$ cat config.mk
export PLATFORM = sky130hd
export DESIGN_NAME = flash_guard
export DESIGN_NICKNAME = d
export VERILOG_FILES = /design/src/inc/guard_pkg.sv /design/src/flash_guard.sv /design/src/vector_redirect.sv /design/src/backdoor_key.sv
export SDC_FILE = /design/constraint.sdc
export NUM_CORES = 1
export LEC_CHECK = 0
export BUFFER_PORTS_ARGS = -buffer_cell sky130_fd_sc_hd__buf_2
export CAP_MARGIN = 20
export CORE_ASPECT_RATIO = 2
export CORE_MARGIN = 2
export CORE_UTILIZATION = 25
export CTS_BUF_LIST = sky130_fd_sc_hd__clkbuf_4
export DETAILED_ROUTE_END_ITERATION = 12
export PLACE_DENSITY_LB_ADDON = 0.08
export SYNTH_ARGS = -nofsm -noshare
export SYNTH_HDL_FRONTEND = slang
export SYNTH_HIERARCHICAL = 1
export SYNTH_SLANG_ARGS = --single-unit
$ cat constraint.sdc
create_clock -name mclk -period 8.38 [get_ports mclk]
set_input_delay 0.838 -clock mclk [delete_from_list [all_inputs] [get_ports mclk]]
set_output_delay 0.838 -clock mclk [all_outputs]
set_load 0.005 [all_outputs]
$ cat src/inc/guard_pkg.sv
// package: constants, carriers and state types of the flash guard logic
//
// Functional notes
// protection active only with disable bit 0; size field sets region start
// reset and interrupt vectors are protected whenever any protection is on
// no_redirect bit 0 in the option byte enables vector redirection
// redirection acts only when some, but not all, flash is protected
// vectors 0xFFC0-0xFFFD redirect; reset vector 0xFFFE:FFFF never does
// redirected vector sits at same offset just below protected region
// secure: unsecured code or debug access to flash/RAM blocked, reads zero
// code running from secure memory has unrestricted access
// every reset copies nonvolatile option byte into working option register
// security off only when security bits are 1:0; all else secure
// on-chip debug cannot be enabled while secure
// backdoor key disabled when key enable bit is 0
// key_access set: key location writes captured, not sent to flash
// software writes key bytes ascending, never on adjacent bus cycles
// key_access cleared: matching key forces security bits to 1:0
// key entry accepted only from code running in secure memory
// protecting vector block also protects stored key bytes
// working protection register writable only by background debug
// blank check finding flash erased releases security until reset
// failed key comparison leaves security bits unchanged
package guard_pkg;

    // ========================================
    // memory map
    localparam logic [15:0] FLASH_BASE = 16'h8000;
    localparam logic [15:0] FLASH_LAST = 16'hFFFF;
    localparam logic [15:0] RAM_BASE   = 16'h0080;
    localparam logic [15:0] RAM_LAST   = 16'h047F;
    localparam logic [15:0] NVREG_BASE = 16'hFE00;
    localparam logic [15:0] KEY_ADDR   = 16'hFFB0;
    localparam logic [15:0] KEY_LAST   = 16'hFFB7;
    localparam logic [15:0] NONVOLATILE_PROTECTION_BYTE_ADR = 16'hFFBD;
    localparam logic [15:0] NONVOLATILE_OPTION_BYTE_ADR  = 16'hFFBF;
    localparam logic [15:0] VEC_BASE   = 16'hFFC0;
    localparam logic [15:0] VEC_LAST   = 16'hFFFD;
    localparam logic [15:0] VEC_SPAN   = 16'h0040;
    localparam logic [16:0] BLOCK_SIZE = 17'h00200;
    localparam logic [16:0] ADDR_SPAN  = 17'h10000;
    localparam logic [3:0]  KEY_LEN    = 4'h8;

    // ========================================
    // working registers in high page
    localparam logic [15:0] WORKING_OPTION_REGISTER_REG  = 16'h1840;
    localparam logic [15:0] FLASH_CONFIGURATION_REGISTER_REG = 16'h1841;
    localparam logic [15:0] WORKING_PROTECTION_REGISTER_REG = 16'h1842;
    localparam int          PDIS_BIT   = 0;
    localparam int          SEC_LO     = 0;
    localparam int          SEC_HI     = 1;
    localparam int          KEY_ACCESS_BIT_BIT = 5;
    localparam int          NORED_BIT  = 6;
    localparam int          BACKDOOR_KEY_ENABLE_BIT  = 7;
    localparam logic [1:0]  SEC_OPEN   = 2'h2;
    localparam logic [7:0]  RDATA_RST  = 8'h00;

    // ========================================
    // carriers and state
    typedef struct packed {
        logic [15:0] addr;
        logic        rd;
        logic        wr;
        logic [7:0]  wdata;
        logic        from_secure;
        logic        bdc;
        logic        vec_fetch;
    } bus_req_t;

    typedef enum logic [1:0] {
        KEY_IDLE  = 2'h0,
        KEY_ENTRY = 2'h1,
        KEY_CHECK = 2'h3
    } key_phase_t;

    typedef struct packed {
        key_phase_t      phase;
        logic [3:0]      idx;
        logic [7:0][7:0] bytes;
        logic            bad;
        logic            last_wr;
        logic            match;
    } key_state_t;

    typedef struct packed {
        logic [7:0] working_option_register;
        logic [7:0] working_protection_register;
        logic       key_acc;
        logic [7:0] rdata;
        logic       rvalid;
    } guard_state_t;

endpackage : guard_pkg

$ cat src/flash_guard.sv
// flash protection, vector redirection and security gating
`timescale 1ns/10ps
`default_nettype none
module flash_guard
(
    input  wire logic                mclk,
    input  wire logic                reset,
    input  wire logic                ce,
    input  wire guard_pkg::bus_req_t req,
    input  wire logic [7:0]          mem_rdata,
    input  wire logic [7:0]          nv_prot_byte,
    input  wire logic [7:0]          nv_opt_byte,
    input  wire logic [63:0]         nv_key,
    input  wire logic                blank_done,
    input  wire logic                blank_ok,
    output logic [15:0]              mem_addr,
    output logic                     mem_rd,
    output logic                     mem_wr,
    output logic [7:0]               rd_data,
    output logic                     rd_valid,
    output logic                     secure,
    output logic                     debug_allow,
    output logic                     redirect_active,
    output logic                     prot_fault
);
    import guard_pkg::*;

    guard_state_t st;
    guard_state_t next_st;

    logic        prot_en;
    logic [16:0] prot_start;
    logic        flash_hit;
    logic        ram_hit;
    logic        reg_hit;
    logic        key_range;
    logic        key_wr;
    logic        wr_protected;
    logic        blocked;
    logic        key_match;
    logic        release_sec;

    // ========================================
    // helpers
    function automatic logic in_range
    (
        input logic [15:0] a,
        input logic [15:0] lo,
        input logic [15:0] hi
    );
        return (a >= lo) && (a <= hi);
    endfunction : in_range

    // ========================================
    // protection decode from working register
    assign prot_en = !st.working_protection_register[PDIS_BIT];
    // region start: one block above size field times block
    assign prot_start = {1'b0, st.working_protection_register[7:1], 9'h000} + BLOCK_SIZE;

    // address classes
    assign flash_hit = in_range(req.addr, FLASH_BASE, FLASH_LAST);
    assign ram_hit = in_range(req.addr, RAM_BASE, RAM_LAST);
    assign reg_hit = in_range(req.addr, WORKING_OPTION_REGISTER_REG, WORKING_PROTECTION_REGISTER_REG);

    // vector block holds the key too, so one term covers both
    assign wr_protected = prot_en && flash_hit
                          && ({1'b0, req.addr} >= prot_start
                              || req.addr >= NVREG_BASE); // see

    // ========================================
    // security state
    assign secure = st.working_option_register[SEC_HI:SEC_LO] != SEC_OPEN;
    assign debug_allow = !secure;

    // secure code passes; unsecured code and debug are stopped
    assign blocked = secure && (flash_hit || ram_hit)
                     && (!req.from_secure || req.bdc); // see

    // ========================================
    // key window while key_access is set
    assign key_range = st.key_acc && in_range(req.addr, KEY_ADDR, KEY_LAST);
    // debug alone never feeds the key comparator
    assign key_wr = key_range && req.wr && req.from_secure
                    && !req.bdc; // see

    backdoor_key u_key
    (
        .mclk       (mclk),
        .reset      (reset),
        .ce         (ce),
        .key_access (st.key_acc),
        .wr_strobe  (key_wr),
        .wr_index   (req.addr[2:0]),
        .wr_data    (req.wdata),
        .stored_key (nv_key),
        .key_enable (st.working_option_register[BACKDOOR_KEY_ENABLE_BIT]),
        .match      (key_match)
    );

    // ========================================
    // vector redirection on the address path
    vector_redirect u_redirect
    (
        .addr        (req.addr),
        .vec_fetch   (req.vec_fetch),
        .no_redirect (st.working_option_register[NORED_BIT]),
        .prot_en     (prot_en),
        .prot_start  (prot_start),
        .out_addr    (mem_addr),
        .active      (redirect_active)
    );

    // ========================================
    // strobes towards flash and RAM
    // combinational so the array sees them in the request cycle
    assign mem_rd = ce && req.rd && !blocked && !reg_hit;
    assign mem_wr = ce && req.wr && !blocked && !reg_hit
                    && !key_range && !wr_protected; // see
    assign prot_fault = ce && req.wr && wr_protected
                        && !blocked && !key_range;

    // release by key match or by a clean blank check
    assign release_sec = key_match
                         || (blank_done && blank_ok); // see

    // ========================================
    // next state
    always_comb
    begin
        next_st = st;
        next_st.rvalid = 1'b0;
        if (req.rd)
        begin
            next_st.rvalid = 1'b1;
            if (req.addr == WORKING_OPTION_REGISTER_REG)
                next_st.rdata = st.working_option_register;
            else if (req.addr == FLASH_CONFIGURATION_REGISTER_REG)
                next_st.rdata = 8'(st.key_acc) << KEY_ACCESS_BIT_BIT;
            else if (req.addr == WORKING_PROTECTION_REGISTER_REG)
                next_st.rdata = st.working_protection_register;
            else if (blocked)
                next_st.rdata = 8'h00;
            else
                next_st.rdata = mem_rdata;
        end
        // key_access only from secure code
        if (req.wr && req.addr == FLASH_CONFIGURATION_REGISTER_REG
            && req.from_secure && !req.bdc)
            next_st.key_acc = req.wdata[KEY_ACCESS_BIT_BIT];
        // application writes fall on the floor
        if (req.wr && req.addr == WORKING_PROTECTION_REGISTER_REG && req.bdc)
            next_st.working_protection_register = req.wdata;
        // sticky until reset; nothing sets security again
        if (release_sec)
            next_st.working_option_register[SEC_HI:SEC_LO] = SEC_OPEN; // see
    end

    // ========================================
    // registers; reset reloads the nonvolatile copies
    always_ff @(posedge mclk)
    begin
        if (reset)
        begin
            st.working_option_register <= nv_opt_byte;
            st.working_protection_register <= nv_prot_byte;
            st.key_acc <= 1'b0;
            st.rdata <= RDATA_RST;
            st.rvalid <= 1'b0;
        end
        else if (ce)
            st <= next_st;
    end

    assign rd_data = st.rdata;
    assign rd_valid = st.rvalid;
endmodule : flash_guard
`default_nettype wire

$ cat src/vector_redirect.sv
// vector redirection address remap
`timescale 1ns/10ps
`default_nettype none
module vector_redirect
(
    input  wire logic [15:0] addr,
    input  wire logic        vec_fetch,
    input  wire logic        no_redirect,
    input  wire logic        prot_en,
    input  wire logic [16:0] prot_start,
    output logic [15:0]      out_addr,
    output logic             active
);
    import guard_pkg::*;

    logic partial;

    // ========================================
    // some but not all of flash protected
    assign partial = prot_en
                     && (prot_start < ADDR_SPAN)
                     && (prot_start > {1'b0, FLASH_BASE});

    // reset vector lies outside the window, so it never moves
    assign active = !no_redirect && partial && vec_fetch
                    && (addr >= VEC_BASE) && (addr <= VEC_LAST); // see

    // same offset inside the span just under the protected start
    assign out_addr = active
        ? 16'(prot_start[15:0] - VEC_SPAN + {10'h000, addr[5:0]})
        : addr;

endmodule : vector_redirect
`default_nettype wire

$ cat src/backdoor_key.sv
// backdoor key capture and comparison
`timescale 1ns/10ps
`default_nettype none
module backdoor_key
(
    input  wire logic        mclk,
    input  wire logic        reset,
    input  wire logic        ce,
    input  wire logic        key_access,
    input  wire logic        wr_strobe,
    input  wire logic [2:0]  wr_index,
    input  wire logic [7:0]  wr_data,
    input  wire logic [63:0] stored_key,
    input  wire logic        key_enable,
    output logic             match
);
    import guard_pkg::*;

    key_state_t st;
    key_state_t next_st;

    // ========================================
    // entry sequence; any slip poisons the attempt
    always_comb
    begin
        next_st = st;
        next_st.match = 1'b0;
        next_st.last_wr = wr_strobe;
        unique case (st.phase)
            KEY_IDLE:
            begin
                if (key_access)
                begin
                    next_st.phase = KEY_ENTRY;
                    next_st.idx = 4'h0;
                    next_st.bad = 1'b0;
                end
            end
            KEY_ENTRY:
            begin
                if (wr_strobe)
                begin
                    // order and spacing are the writer's duty; break = no match
                    if (st.last_wr || st.idx >= KEY_LEN
                        || wr_index != st.idx[2:0])
                        next_st.bad = 1'b1;
                    else
                    begin
                        next_st.bytes[st.idx[2:0]] = wr_data;
                        next_st.idx = st.idx + 4'h1;
                    end
                end
                if (!key_access)
                    next_st.phase = KEY_CHECK;
            end
            KEY_CHECK:
            begin
                // a failed compare simply raises no match
                next_st.match = key_enable && !st.bad && st.idx == KEY_LEN
                                && st.bytes == stored_key; // see see
                next_st.phase = KEY_IDLE;
            end
            default:
                next_st.phase = KEY_IDLE;
        endcase
    end

    always_ff @(posedge mclk)
    begin
        if (reset)
            st <= '0;
        else if (ce)
            st <= next_st;
    end

    assign match = st.match;
endmodule : backdoor_key
`default_nettype wire

==> results of run 1 <==
-- power by group --
group	switching, W	internal (W)	total (W)	leakage [nW]
Sequential	0.00000787	0.000494	0.000502	0.825
Clock	0.000184	0.000123	0.000307	0.0869
Combinational	0.000107	0.0000808	0.000188	2.10
Total	0.000299	0.000698	0.000997	3.02
-- per-layer routing --
metal	GRT usage [%]	routed length [um]
met5	0	13
met4	7.00	684
met3	3.03	836
met2	33.2	12200
met1	16.4	7660
-- cell type report --
cell class / count / area, um^2
diodes: 2 / 5.00
clock buffers: 9 / 67.6
clock inverters: 7 / 98.8
fillers: 2621 / 17000
inverters: 20 / 75.1
multi-input cells: 523 / 3800
flip-flops and latches: 99 / 2140
well taps: 290 / 363
repair buffers: 153 / 771
-- Yosys cell counts, types with 16 or more instances --
cell	count
nor2_1	94
edfxtp_1	16
nand3_1	18
xnor2_1	71
a21oi_1	16
inv_1	18
ha_1	16
nand4_1	18
dfxtp_1	83
nand2_1	27
mux2i_1	67
clkbuf_1	21
-- critical path, stage by stage (launching register included) --
cell	delay, ps
edfxtp_1	480
ha_1	260
nand3_1	110
nor2_1	80
xnor2_1	140
inv_1	110
nand4b_1	90
nor4_1	300
o211a_1	690
a21bo_2	300
o21a_1	170
buf_2	120
-- cell families (layout without fill, tap and decap cells) --
kind of cell,after synthesis,count (layout),synth area share [%]
flops,99,99,34.9
fa+ha+maj,17,17,3.59
simple gates,237,237,20.8
compound gates,88,88,11.3
other cells,1,28,0.0611
xor+xnor,82,82,12.3
buf+inv,61,189,4.75
mux,73,73,12.3
-- worst min path at each step --
stage | from | to | slack [ps]
2_1_floorplan | u_key/match | u_key/match | 430
3_3_place_gp | u_key/match | u_key/match | 460
3_5_place_dp | u_key/match | u_key/match | 460
4_1_cts | u_key/match | u_key/match | 480
5_1_grt | u_key/match | u_key/match | 520
6_report | u_key/match | u_key/match | 480
-- stage by stage --
step	power [W]	std cells
floorplan	0.000621	683
global route	0.00105	1103
finish	0.000997	1103
detailed placement	0.000700	1085
CTS	0.00101	1101
global placement	0.000699	1085
==> run metrics, run 1 <==
run status=finished clean; Crit. End Element=output pin; drt total wl=21.4 mm; clock sinks=99; hold depth=2; Setup WS pre-CTS=4390 ps; most frequent cells in the layout=buf_2, nor2_1, dfxtp_1; # resized after CTS=0; Port Buffers=152; slew of the pin with the lowest slew margin=1010 ps; dominant synthesized flop cell=dfxtp_1; peak supply drop=0.000126 V; Root Driver=clkbuf_4; data required time of the critical path=7540 ps; Leak=3.02 nW; total track usage=16.7%; io pins=153; vias in the first global route=5406; antenna-violating nets left=0; R2R depth=7; Max Root-Sink Buffers=2; Die Span X=115 um; Hold Worst Slack=478 ps; post-layout util=30.1%; Clock Pin Slew Worst Setup and Hold Paths=160 ps; initial DRC count=341; largest net degree at the start of global routing=83; Final Max Tran Viols=0; Power Density=136 nW/um^2; setup ws final=4170 ps; initial antenna violation count=3; layout overhead on the synthesized area=19.3%; Max-Cap Viols=0; Syn Area/Cell=9.33 um^2; Worst Path Max Fanout=17; Detailed Routing Iterations Pass 1=4; initial core utilization=25.2%; ys async rst share=0%; Skew-Pair Late Insertion Delay=520 ps; first-pass GRT wire length=31.8 mm; Final Cell Area=7320 um^2; CP startpoint=st[11]; DR WL/cell=19.4 um; number of buffers created by CTS=9; # rows=81; final worst-path cycle share=50.2%; Post-synth EDFFs=16; worst rel slew slack=31.9%; Layout Nets=945; H-Tree Depth=3; synthesized area=6140 um^2; minimum clock period=4210 ps; clk_skew=23.9 ps; Die Ht=226 um; drc violations=0; Placer Congestion=0.883; Final Hold Violating Endpoints=0; Setup Viol. Count Final=0; cell count after synthesis=658; R2R setup slack=5300 ps; Fmax achieved=238 MHz; RSZ-0062 raised after global routing=false; post-route setup TNS=0 ps; core area=24300 um^2; WS Path Type=register to output pin; vias=5264; drt via density=4.77; Overflow after GRT=0; Synth Register Bits=99; top cell type's share of synthesized area=27.1%; DP Wirelength=17.3 mm; Critical Path AT=3370 ps; share of cells above drive strength 1=25.3%; most common cell after layout, fill and taps aside=buf_2; setup bufs post-CTS=0; register area share after synthesis=34.9%; R2R Path Start=st[9]; startpoint types=register; Synth cell types=70; cell taking the most area after synthesis=dfxtp_1; largest cells by area after synthesis=dfxtp_1, mux2i_1, xnor2_1; hold_buf cts=0; Die Area=25900 um^2; worst hold path type=register to register; CTS tree=built; Setup crit end=mem_addr[13]; Syn. warnings=6; Placed Instance Area=7150 um^2
(Power assumes the default switching activity.)
==> run 2, diff against run 1 <==
- clock period: 8.38 -> 4.4 ns (I/O delays scaled with it)
==> run 2 against run 1 <==
- cell count about the same
- setup slack lost 3600 ps
- first-iteration DRC count fell by 40%
- final area fell by 0.24%
- clock skew shrank 4.9 ps
- flip-flop and latch count unchanged
- non-clock buffer count increased by 3
- critical path type unchanged
- largest cell class unchanged
==> run metrics, run 2 (synthesized netlist as in run 1, its figures left out) <==
DP Wirelength=17.3 mm; slew of the pin with the lowest slew margin=1020 ps; Die Ht=226 um; Root Driver=clkbuf_4; drt total wl=21.3 mm; Layout fillers=2606; final worst-path cycle share=86.7%; run status=finished clean; post-route setup TNS=0 ps; CTS tree=built; drc violations=0; clock sinks=99; WS Path Type=register to output pin; Worst Path Max Fanout=17; Setup Viol. Count Final=0; Reg power frac=52.9%; peak supply drop=0.000172 V; DR WL/cell=19.3 um; Layout Nets=948; Int Pwr=0.00127 W; Power Density=248 nW/um^2; Worst Hold Endpoint=rd_data[4]; core area=24300 um^2; setup ws final=587 ps; total power=0.00181 W; Detailed Routing Iterations Pass 1=4; setup bufs post-CTS=0; Leak=3.02 nW; Final Hold Violating Endpoints=0; number of buffers created by CTS=9; Port Buffers=152; Max-Cap Viols=0; Setup WS pre-CTS=933 ps; most common cell after layout, fill and taps aside=buf_2; initial antenna violation count=3; Final Cell Area=7300 um^2; hold_buf cts=0; Fmax achieved=262 MHz; # rows=81; Sw Share=29.7%; largest net degree at the start of global routing=67; H-Tree Depth=3; R2R setup slack=1460 ps; initial DRC count=206; Skew-Pair Late Insertion Delay=510 ps; RSZ-0062 raised after global routing=false; # resized after CTS=0; layout overhead on the synthesized area=19.0%; most frequent cells in the layout=buf_2, nor2_1, dfxtp_1; data required time of the critical path=3960 ps; Crit. End Element=output pin; Comb pwr share=19.7%; clock power share=27.4%; share of cells above drive strength 1=25.3%; Overflow after GRT=0; vias=5285; Clock Pin Slew Worst Setup and Hold Paths=160 ps; first-pass GRT wire length=31.7 mm; Placer Congestion=0.875; vias in the first global route=5490; Die Area=25900 um^2; worst rel slew slack=31.4%; Hold Crit Start=mem_rdata[4]; Critical Path AT=3370 ps; R2R depth=7; io pins=153; worst hold path type=primary input to register; Max Root-Sink Buffers=2; R2R Path Start=st[9]; clk_skew=18.9 ps; initial core utilization=25.2%; antenna-violating nets left=0; minimum clock period=3810 ps; DP Cell Count=1088; Placed Instance Area=7170 um^2; Final Max Tran Viols=0; hold depth=3; Non-Filler Instances=1104; drt via density=4.79; startpoint types=register; total track usage=16.7%; Die Span X=115 um; P_sw=0.000537 W
run 2: area by class of cell:
class | instances | area (um^2) | share of cell area (%)
clock inverters | 5 | 53.8 | 0.737
inverters | 20 | 75.1 | 1.03
repair buffers | 156 | 793 | 10.9
flip-flops and latches | 99 | 2140 | 29.3
clock buffers | 10 | 75.1 | 1.03
multi-input cells | 523 | 3800 | 52.0
well taps | 290 | 363 | 4.97
diodes | 1 | 2.50 | 0.0343
run 2: critical path, stage by stage, from the launching register on:
cell and delay (ps):
edfxtp_1 480, ha_1 260, nand3_1 120, nor2_1 80, xnor2_1 140, inv_1 110
nand4b_1 90, nor4_1 320, o211a_1 690, a21bo_2 290, o21a_1 160, buf_2 120
run 2: per-layer routing:
layer / GRT usage (%) / wire, um / vias up
li1: - / - / 2596
met4: 6.61 / 681 / 4
met3: 3.06 / 877 / 28
met2: 34.0 / 12300 / 142
met1: 15.9 / 7390 / 2515
met5: 0 / 25 / -
run 2: per-stage QoR:
| step | hold WS [ps] | util [%] |
|---|---|---|
| floorplan | 426 | - |
| global placement | 464 | 29.5 |
| detailed placement | 463 | 29.5 |
| CTS | 114 | 30.0 |
| global route | 127 | 30.0 |
| finish | 173 | 30.0 |
run 2: worst max path at each step:
| stage | startpoint | endpoint | slack [ps] | cells past startpoint |
|---|---|---|---|---|
| after floorplan | req[25] | register | 1600 | 9 |
| after global placement | req[25] | register | 1000 | 9 |
| after detailed placement | req[25] | register | 930 | 9 |
| after CTS | st[11] | mem_addr[3] | 530 | 8 |
| after global routing | st[11] | mem_addr[4] | 350 | 8 |
| final | st[11] | mem_addr[13] | 590 | 11 |
run 2: power by group through the flow:
stage                     logic (W)  clock network (W)  registers (W)
after detailed placement   0.000356                  0       0.000976
after global placement     0.000354                  0       0.000976
after global routing       0.000397           0.000560       0.000959
final                      0.000357           0.000496       0.000956
after CTS                  0.000358           0.000536       0.000957
after floorplan            0.000213                  0       0.000969
